==> src/logic/ascp_cfg.svh <==
// Constants of the serial configuration port: map, field positions, frame counts
// Summary of operation
// - Fourteen address bits, MSB first, pick register
// - Eight data bits sampled, stored in addressed register
// - Flag one enters readback, blocks writes until zero
// - Read frame shifts register out MSB first
// - Serial output changes after falling serial clock
// - Serial output high impedance outside readback mode
// - Soft reset bit restores defaults, self-clears
// - Dither off needs field 11 and aux bits
// - Lane-order bit picks two-lane bit mapping
// - Lane swap exchanges lanes, two-lane only
// - Lane-count bit picks two lanes or one
// - Pattern enable replaces samples with test pattern
// - Overrange-in-bit0 puts overrange flag on bit 0
// - Alignment bit aligns both channel patterns
// - Coding bit: two's complement or offset binary
// - One input bit per rising clock, select low
// - Commit every 24th edge, drop partial frames
`ifndef ASCP_CFG_SVH
`define ASCP_CFG_SVH

// Register map, index 0 in the low slice
`define ASCP_NREG 25
`define ASCP_ADDR_TAB {14'h70a, 14'h608, 14'h539, 14'h534, 14'h522, 14'h51d, 14'h439, 14'h434, \
    14'h422, 14'h41d, 14'h027, 14'h025, 14'h015, 14'h013, 14'h00f, 14'h00e, 14'h00b, 14'h00a, \
    14'h009, 14'h007, 14'h006, 14'h005, 14'h004, 14'h003, 14'h001}
// Storable bits per register; reserved bits read zero
`define ASCP_MASK_TAB {8'h81, 8'hc0, 8'h08, 8'h28, 8'h02, 8'h02, 8'h08, 8'h28, 8'h02, 8'h02, \
    8'hc0, 8'hff, 8'h6d, 8'h03, 8'hfc, 8'hff, 8'hf0, 8'h0f, 8'h03, 8'h01, 8'h02, 8'h01, 8'h01, \
    8'h01, 8'h3c}
`define ASCP_REG_RST 8'h00

// Indices of registers that steer logic
`define ASCP_IX_DITH 0
`define ASCP_IX_ORDER 1
`define ASCP_IX_SWAP 2
`define ASCP_IX_LANES 3
`define ASCP_IX_PATRST 4
`define ASCP_IX_OVR 5
`define ASCP_IX_FMT 6
`define ASCP_IX_PATA 7
`define ASCP_IX_PATB 8
`define ASCP_IX_UPH 9
`define ASCP_IX_UPL 10
`define ASCP_IX_AUXA 17
`define ASCP_IX_SPA 18
`define ASCP_IX_AUXB 21
`define ASCP_IX_SPB 22

// Field positions
`define ASCP_B_SOFT_RST 0
`define ASCP_B_PAT_EN 1
`define ASCP_B_ALIGN 1
`define ASCP_B_CODING 0
`define ASCP_B_AUX_HI 5
`define ASCP_B_AUX_LO 3
`define ASCP_B_SPECIAL 3

// Frame geometry
`define ASCP_FRAME_LAST 5'd23
`define ASCP_ADDR_LAST 5'd15

`endif

==> src/logic/ascp_pkg.sv <==
// Types of the serial configuration port
`default_nettype none
package ascp_pkg;

    // Frame phase
    typedef enum logic [1:0] {
        ASCP_IDLE = 2'b00,
        ASCP_ADDR = 2'b01,
        ASCP_DATA = 2'b10
    } ascp_fsm_t;

    // Decoded settings for the datapath
    typedef struct packed {
        logic dither_off_first_channel;
        logic dither_off_second_channel;
        logic lane_count_select;
        logic lane_order;
        logic lane_swap;
        logic pattern_en;
        logic [3:0] pattern_first;
        logic [3:0] pattern_second;
        logic [13:0] user_pattern;
        logic pattern_align;
        logic offset_binary;
        logic overrange_in_bit0;
        logic special_mode_first_channel;
        logic special_mode_second_channel;
    } ascp_cfg_t;

    // Whole state of the port
    typedef struct packed {
        ascp_fsm_t fsm;
        logic sclk_q;
        logic [4:0] cnt;
        logic [22:0] sh;
        logic rd_mode;
        logic [7:0] txsh;
        logic sout;
        logic oe_n;
        ascp_cfg_t cfg;
        logic [1:0][13:0] smp;
        logic [24:0][7:0] regs;
    } ascp_state_t;

endpackage
`default_nettype wire

==> src/logic/ascp_top.sv <==
// Serial configuration port, register bank and output formatting
`timescale 1ns/1ns
`default_nettype none
`include "ascp_cfg.svh"

module ascp_top (
    input wire logic clk_sys_i,
    input wire logic rst_i,
    input wire logic serial_select_n_i,
    input wire logic serial_clk_i,
    input wire logic serial_in_line_i,
    input wire logic [1:0][13:0] sample_i,
    input wire logic [1:0] overrange_flag_i,
    input wire logic [1:0][13:0] pattern_data_i,
    output logic serial_out_line_o,
    output logic serial_out_oe_n_o,
    output ascp_pkg::ascp_cfg_t cfg_o,
    output logic [1:0][13:0] sample_o
);

    localparam logic [`ASCP_NREG*14-1:0] ADDR_TAB = `ASCP_ADDR_TAB;
    localparam logic [`ASCP_NREG*8-1:0] MASK_TAB = `ASCP_MASK_TAB;

    ascp_pkg::ascp_state_t q;
    ascp_pkg::ascp_state_t next_q;

    logic sclk_rise;
    logic sclk_fall;
    logic [13:0] rd_addr;
    logic [7:0] rd_val;
    logic [23:0] word;
    logic commit;
    logic wr_en;
    logic soft_rst;

    // Edge detection on the sampled serial clock
    assign sclk_rise = serial_clk_i & ~q.sclk_q;
    assign sclk_fall = ~serial_clk_i & q.sclk_q;

    // Address and word as seen on the current edge
    assign rd_addr = {q.sh[12:0], serial_in_line_i};
    assign word = {q.sh, serial_in_line_i};

    // Frame completes on 24th rising edge with select low
    assign commit = ~serial_select_n_i & sclk_rise & (q.cnt == `ASCP_FRAME_LAST);

    // Only frames whose flag is zero may store
    assign wr_en = commit & ~word[23];

    // Soft reset written to the pattern/reset register
    assign soft_rst = wr_en & (word[21:8] == ADDR_TAB[`ASCP_IX_PATRST*14 +: 14])
        & word[`ASCP_B_SOFT_RST];

    // Readback value of the addressed register
    always_comb begin
        rd_val = 8'h00;
        for (int i = 0; i < `ASCP_NREG; i++) begin
            if (ADDR_TAB[i*14 +: 14] == rd_addr) begin
                rd_val = q.regs[i];
            end
        end
    end

    // Next state of the whole port
    always_comb begin
        next_q = q;
        next_q.sclk_q = serial_clk_i;

        // Deselected: clock ignored, counting restarts
        if (serial_select_n_i) begin
            next_q.fsm = ascp_pkg::ASCP_IDLE;
            next_q.cnt = 5'h00;
        end else if (sclk_rise) begin
            // One input bit per rising edge
            next_q.sh = {q.sh[21:0], serial_in_line_i};

            // Leading flag sets or leaves readback mode
            if (q.cnt == 5'h00) begin
                next_q.rd_mode = serial_in_line_i;
            end

            // Address complete: fetch register for readback
            if (q.cnt == `ASCP_ADDR_LAST && q.rd_mode) begin
                next_q.txsh = rd_val;
            end

            // Bit counter and phase, back-to-back frames
            if (q.cnt == `ASCP_FRAME_LAST) begin
                next_q.cnt = 5'h00;
                next_q.fsm = ascp_pkg::ASCP_ADDR;
            end else begin
                next_q.cnt = q.cnt + 5'h01;
                if (q.cnt >= `ASCP_ADDR_LAST) begin
                    next_q.fsm = ascp_pkg::ASCP_DATA;
                end else begin
                    next_q.fsm = ascp_pkg::ASCP_ADDR;
                end
            end
        end else if (sclk_fall && q.fsm == ascp_pkg::ASCP_DATA && q.rd_mode) begin
            // Read data moves on after falling edge, MSB first
            next_q.sout = q.txsh[7];
            next_q.txsh = {q.txsh[6:0], 1'b0};
        end

        // Register store on a committed write frame
        if (soft_rst) begin
            for (int i = 0; i < `ASCP_NREG; i++) begin
                next_q.regs[i] = `ASCP_REG_RST;
            end
        end else if (wr_en) begin
            for (int i = 0; i < `ASCP_NREG; i++) begin
                if (ADDR_TAB[i*14 +: 14] == word[21:8]) begin
                    next_q.regs[i] = word[7:0] & MASK_TAB[i*8 +: 8];
                end
            end
        end

        // Output driven only in readback mode
        next_q.oe_n = ~next_q.rd_mode;

        // Decoded settings, taken from the stored bank
        next_q.cfg.dither_off_first_channel = (q.regs[`ASCP_IX_DITH][5:4] == 2'b11)
            & q.regs[`ASCP_IX_AUXA][`ASCP_B_AUX_HI] & q.regs[`ASCP_IX_AUXA][`ASCP_B_AUX_LO];
        next_q.cfg.dither_off_second_channel = (q.regs[`ASCP_IX_DITH][3:2] == 2'b11)
            & q.regs[`ASCP_IX_AUXB][`ASCP_B_AUX_HI] & q.regs[`ASCP_IX_AUXB][`ASCP_B_AUX_LO];
        next_q.cfg.lane_count_select = q.regs[`ASCP_IX_LANES][0];
        next_q.cfg.lane_order = q.regs[`ASCP_IX_ORDER][0] & ~q.regs[`ASCP_IX_LANES][0];
        next_q.cfg.lane_swap = q.regs[`ASCP_IX_SWAP][0] & ~q.regs[`ASCP_IX_LANES][0];
        next_q.cfg.pattern_en = q.regs[`ASCP_IX_PATRST][`ASCP_B_PAT_EN];
        next_q.cfg.pattern_first = q.regs[`ASCP_IX_PATA][3:0];
        next_q.cfg.pattern_second = q.regs[`ASCP_IX_PATB][7:4];
        next_q.cfg.user_pattern = {q.regs[`ASCP_IX_UPH], q.regs[`ASCP_IX_UPL][7:2]};
        next_q.cfg.pattern_align = q.regs[`ASCP_IX_FMT][`ASCP_B_ALIGN];
        next_q.cfg.offset_binary = q.regs[`ASCP_IX_FMT][`ASCP_B_CODING];
        next_q.cfg.overrange_in_bit0 = q.regs[`ASCP_IX_OVR][0];
        next_q.cfg.special_mode_first_channel = q.regs[`ASCP_IX_SPA][`ASCP_B_SPECIAL];
        next_q.cfg.special_mode_second_channel = q.regs[`ASCP_IX_SPB][`ASCP_B_SPECIAL];

        // Sample formatting per channel
        for (int c = 0; c < 2; c++) begin
            if (q.cfg.pattern_en) begin
                next_q.smp[c] = pattern_data_i[c];
            end else begin
                next_q.smp[c] = sample_i[c];
                if (q.cfg.offset_binary) begin
                    next_q.smp[c][13] = ~sample_i[c][13];
                end
                if (q.cfg.overrange_in_bit0) begin
                    next_q.smp[c][0] = overrange_flag_i[c];
                end
            end
        end
    end

    // State register, defaults on reset
    always_ff @(posedge clk_sys_i) begin
        if (rst_i) begin
            q <= '0;
            q.oe_n <= 1'b1;
        end else begin
            q <= next_q;
        end
    end

    // Outputs straight from the state register
    assign serial_out_line_o = q.sout;
    assign serial_out_oe_n_o = q.oe_n;
    assign cfg_o = q.cfg;
    assign sample_o = q.smp;
endmodule // ascp_top
`default_nettype wire

==> config.mk <==
export PLATFORM = sky130hd
export DESIGN_NAME = ascp_top
export DESIGN_NICKNAME = d
export VERILOG_FILES = /design/src/logic/ascp_pkg.sv /design/src/logic/ascp_top.sv
export VERILOG_INCLUDE_DIRS = /design/src /design/src/logic
export SDC_FILE = /design/constraint.sdc
export NUM_CORES = 1
export LEC_CHECK = 0
export BUFFER_PORTS_ARGS = -buffer_cell sky130_fd_sc_hd__buf_4
export CAP_MARGIN = 20
export CELL_PAD_IN_SITES_DETAIL_PLACEMENT = 1
export CELL_PAD_IN_SITES_GLOBAL_PLACEMENT = 2
export CORE_MARGIN = 2
export CORE_UTILIZATION = 37
export DETAILED_ROUTE_END_ITERATION = 8
export PLACE_DENSITY = 0.85
export SETUP_SLACK_MARGIN = 0.3
export SYNTH_ARGS = -nofsm -noshare
export SYNTH_HDL_FRONTEND = slang
export SYNTH_SLANG_ARGS = --single-unit
==> constraint.sdc <==
create_clock -name clk_sys_i -period 5.05 [get_ports clk_sys_i]
set_input_delay 0 -clock clk_sys_i [delete_from_list [all_inputs] [get_ports clk_sys_i]]
set_output_delay 0 -clock clk_sys_i [all_outputs]
set_load 0.01 [all_outputs]
==> results.md <==
* Min Tclk post-route at 2.89 ns
* Ranking of synthesized cells by area: dfxtp_1 (42%), mux2i_1 (11%), buf_4 (6.4%)
* Routed Antenna Nets at 0
* Root buf cell: clkbuf_16
* Synth area leader: dfxtp_1
* Startpoint class of the critical path: register
* Pins Over Slew Limit at 0
* Boundary Pins at 126
* Setup TNS at 0 ns
* CTS tree: built
* VDD IR max at 153 uV
* Final setup fails at 0
* Layout cells sized above 1 at 18.7%
* Setup Fix Bufs, Post-CTS at 0
* Wl on met1 at 11,000 um
* Vias in the first global route at 6,989
* Outcome: finished with violations
* Total global routing overflow at 0
* Tightest Pin Transition at 0.972 ns
* Worst-path fanout max at 58
* Reg2reg setup slack at 2.16 ns
* RSZ-0062 raised after global routing: no
* Initial antenna violation count at 0
* Core Rows at 53
* Fmax at 346 MHz
* Drt total wl at 25,200 um
* Critical path arrival at 3.18 ns
* Leak pwr at 3.82 nW
* PwrDens at 285 nW/um2
* R2r endpoint: next_q[234]
* First-pass GRT wire length at 39,200 um
* Final hold violations at 1
* DRC viols at 0
* Hold Crit Depth at 2
* R2R cell count at 8
* Mapped Cells at 911
* Worst-Skew Late Latency at 0.43 ns
* Starting Density at 37.7%
* DIE AREA at 22,600 um2
* YS warnings at 0
* Number of max-cap violations at 0
* Initial DRT Pass Iterations at 5
* DP HPWL at 16,600 um
* Clock skew at 0.00857 ns
* WP data required at 5.34 ns
* Hold slack at -0.00222 ns
* Antenna cells at 0
* Slew margin rel. at 35.2%
* Die X at 150 um
* Crit share post-route at 57.3%
* Critical Path End Type: register
* Total CTS buffers at 17
* Metal3 WL at 1430 um
* Layout Nets at 1,064
* Top-count cell post-synth: dfxtp_1
* Wire length on met2 at 12,200 um
* Gr usage total at 22.5%
* HP Start: rst_i
* RR Startpoint: q[300]
* Most frequent cells after synthesis: dfxtp_1 (167), nor2_1 (131), mux2i_1 (88)
* CTS Sinks at 167
* Cell Area, Synth at 7930 um2
* WHS Endpoint: cfg_o[27]
* Syn-to-layout area delta at 22.1%
* Syn Area/Cell at 8.71 um2
* Synth Net Count at 977
* Via count at 6,819
* Drt initial violations at 423
* Vias per cell at 5.30
* Register area share after synthesis at 42.1%
* Uppermost layer routed: met4
* Type of the worst min-delay path: input pin to register
* PortBufs at 125
* Failing checks: negative hold slack
* Fillers at 2,408
* Largest net degree at the start of global routing at 67
* H-tree depth at 4
* Yosys reg bits at 167
* Final Wtd Congestion at 0.891
* Post-synth top flop: dfxtp_1
* Clock slew at reported path FFs at 0.07 ns
* Maximum buffer depth of the clock tree at 2
* Die H at 150 um
* Kind of critical path: register to register
* Routed len/inst at 19.6 um
* Unique cell type count in the Yosys netlist at 68
* Post-synth ARST share at 0%
* Synth top area share at 42.1%
* Core area at 21,000 um2
* Number of synthesized flops with an enable pin at 0
cell families (layout without fill, tap and decap cells):
group	after synthesis	after routing	share of synthesized area, %
AOI/OAI and AO/OA	126	126	10.5
and+or+nand+nor	385	385	25.3
xor gates and xnor gates	6	6	0.662
buffers and inverters	136	236	9.81
DFF	167	167	42.1
adders and majority gates	3	3	0.473
muxes	88	88	11.1
placed cells by master (no fill, tap or decap), types with 6 or more instances in the layout:
master	synthesis	routed
nand4_1	11	11
a21o_1	7	6
nand2b_1	6	6
nor3_1	17	17
nor4b_1	6	6
dlygate4sd3_1	0	57
inv_1	12	12
o21ai_0	10	10
dfxtp_1	167	166
nand3_1	24	24
buf_4	68	134
a21oi_1	56	56
nand2_1	83	83
mux2i_1	88	88
nor2b_1	42	42
clkbuf_16	0	17
a211oi_1	7	7
nor2_1	131	131
timing repair:
item | 4_1_cts | 5_1_grt
hold buffers | 57 | 0
hold endpoints to repair | 29 | 0
gates resized for setup | 0 | 0
through the flow:
| stage | area (um2) | power [mW] | cells | utilization, % | setup WS [ns] |
|---|---|---|---|---|---|
| after floorplan | 7930 | 1.45 | 911 | - | 2.97 |
| after global placement | 8550 | 1.51 | 1196 | 40.7 | 2.25 |
| after detailed placement | 8550 | 1.51 | 1196 | 40.7 | 2.17 |
| after CTS | 9680 | 2.78 | 1285 | 46.1 | 2.15 |
| after global routing | 9690 | 2.87 | 1286 | 46.1 | 1.89 |
| final | 9690 | 2.76 | 1286 | 46.1 | 2.16 |
critical path, stage by stage (launching register included):
cell	delay [ns]
dfxtp_1	0.36
nor3b_4	0.19
buf_4	0.31
and4_1	0.32
nand3_2	0.22
nor3_1	0.35
a21o_2	0.26
buf_4	0.53
nor2_1	0.12
registers in the layout, summed over array words and instances (netlist names):
register           cells
next_q                29
cfg_o                 33
serial_out_oe_n_o      1
q                     75
serial_out_line_o      1
sample_o              28
final cells by class:
type	instances	area [um2]	area share, %
multi-input combinational	608	3810	39.4
sequential	167	3340	34.5
inverter	12	45.0	0.465
tap	275	344	3.55
clock inverter	14	119	1.23
timing repair buffer	192	1580	16.3
clock buffer	18	439	4.53
worst max-delay path by stage:
stage	startpoint	end
finish	q[300]	next_q[234]
global placement	q[300]	next_q[248]
CTS	q[300]	next_q[238]
detailed placement	q[300]	next_q[238]
floorplan	q[296]	q[104]
global route	q[300]	next_q[234]
power by group:
part	internal [mW]	switching (mW)	total [mW]
clock network	0.655	0.588	1.24
registers	1.33	0.00721	1.34
logic	0.0941	0.0902	0.184
layer usage:
layer / vias to the layer above / GRT usage (%)
li1: 3274 / -
met1: 3323 / 28.7
met2: 185 / 37.7
met3: 37 / 5.03
met4: 0 / 7.55
met5: - / 0
(Power assumes the default switching activity.)
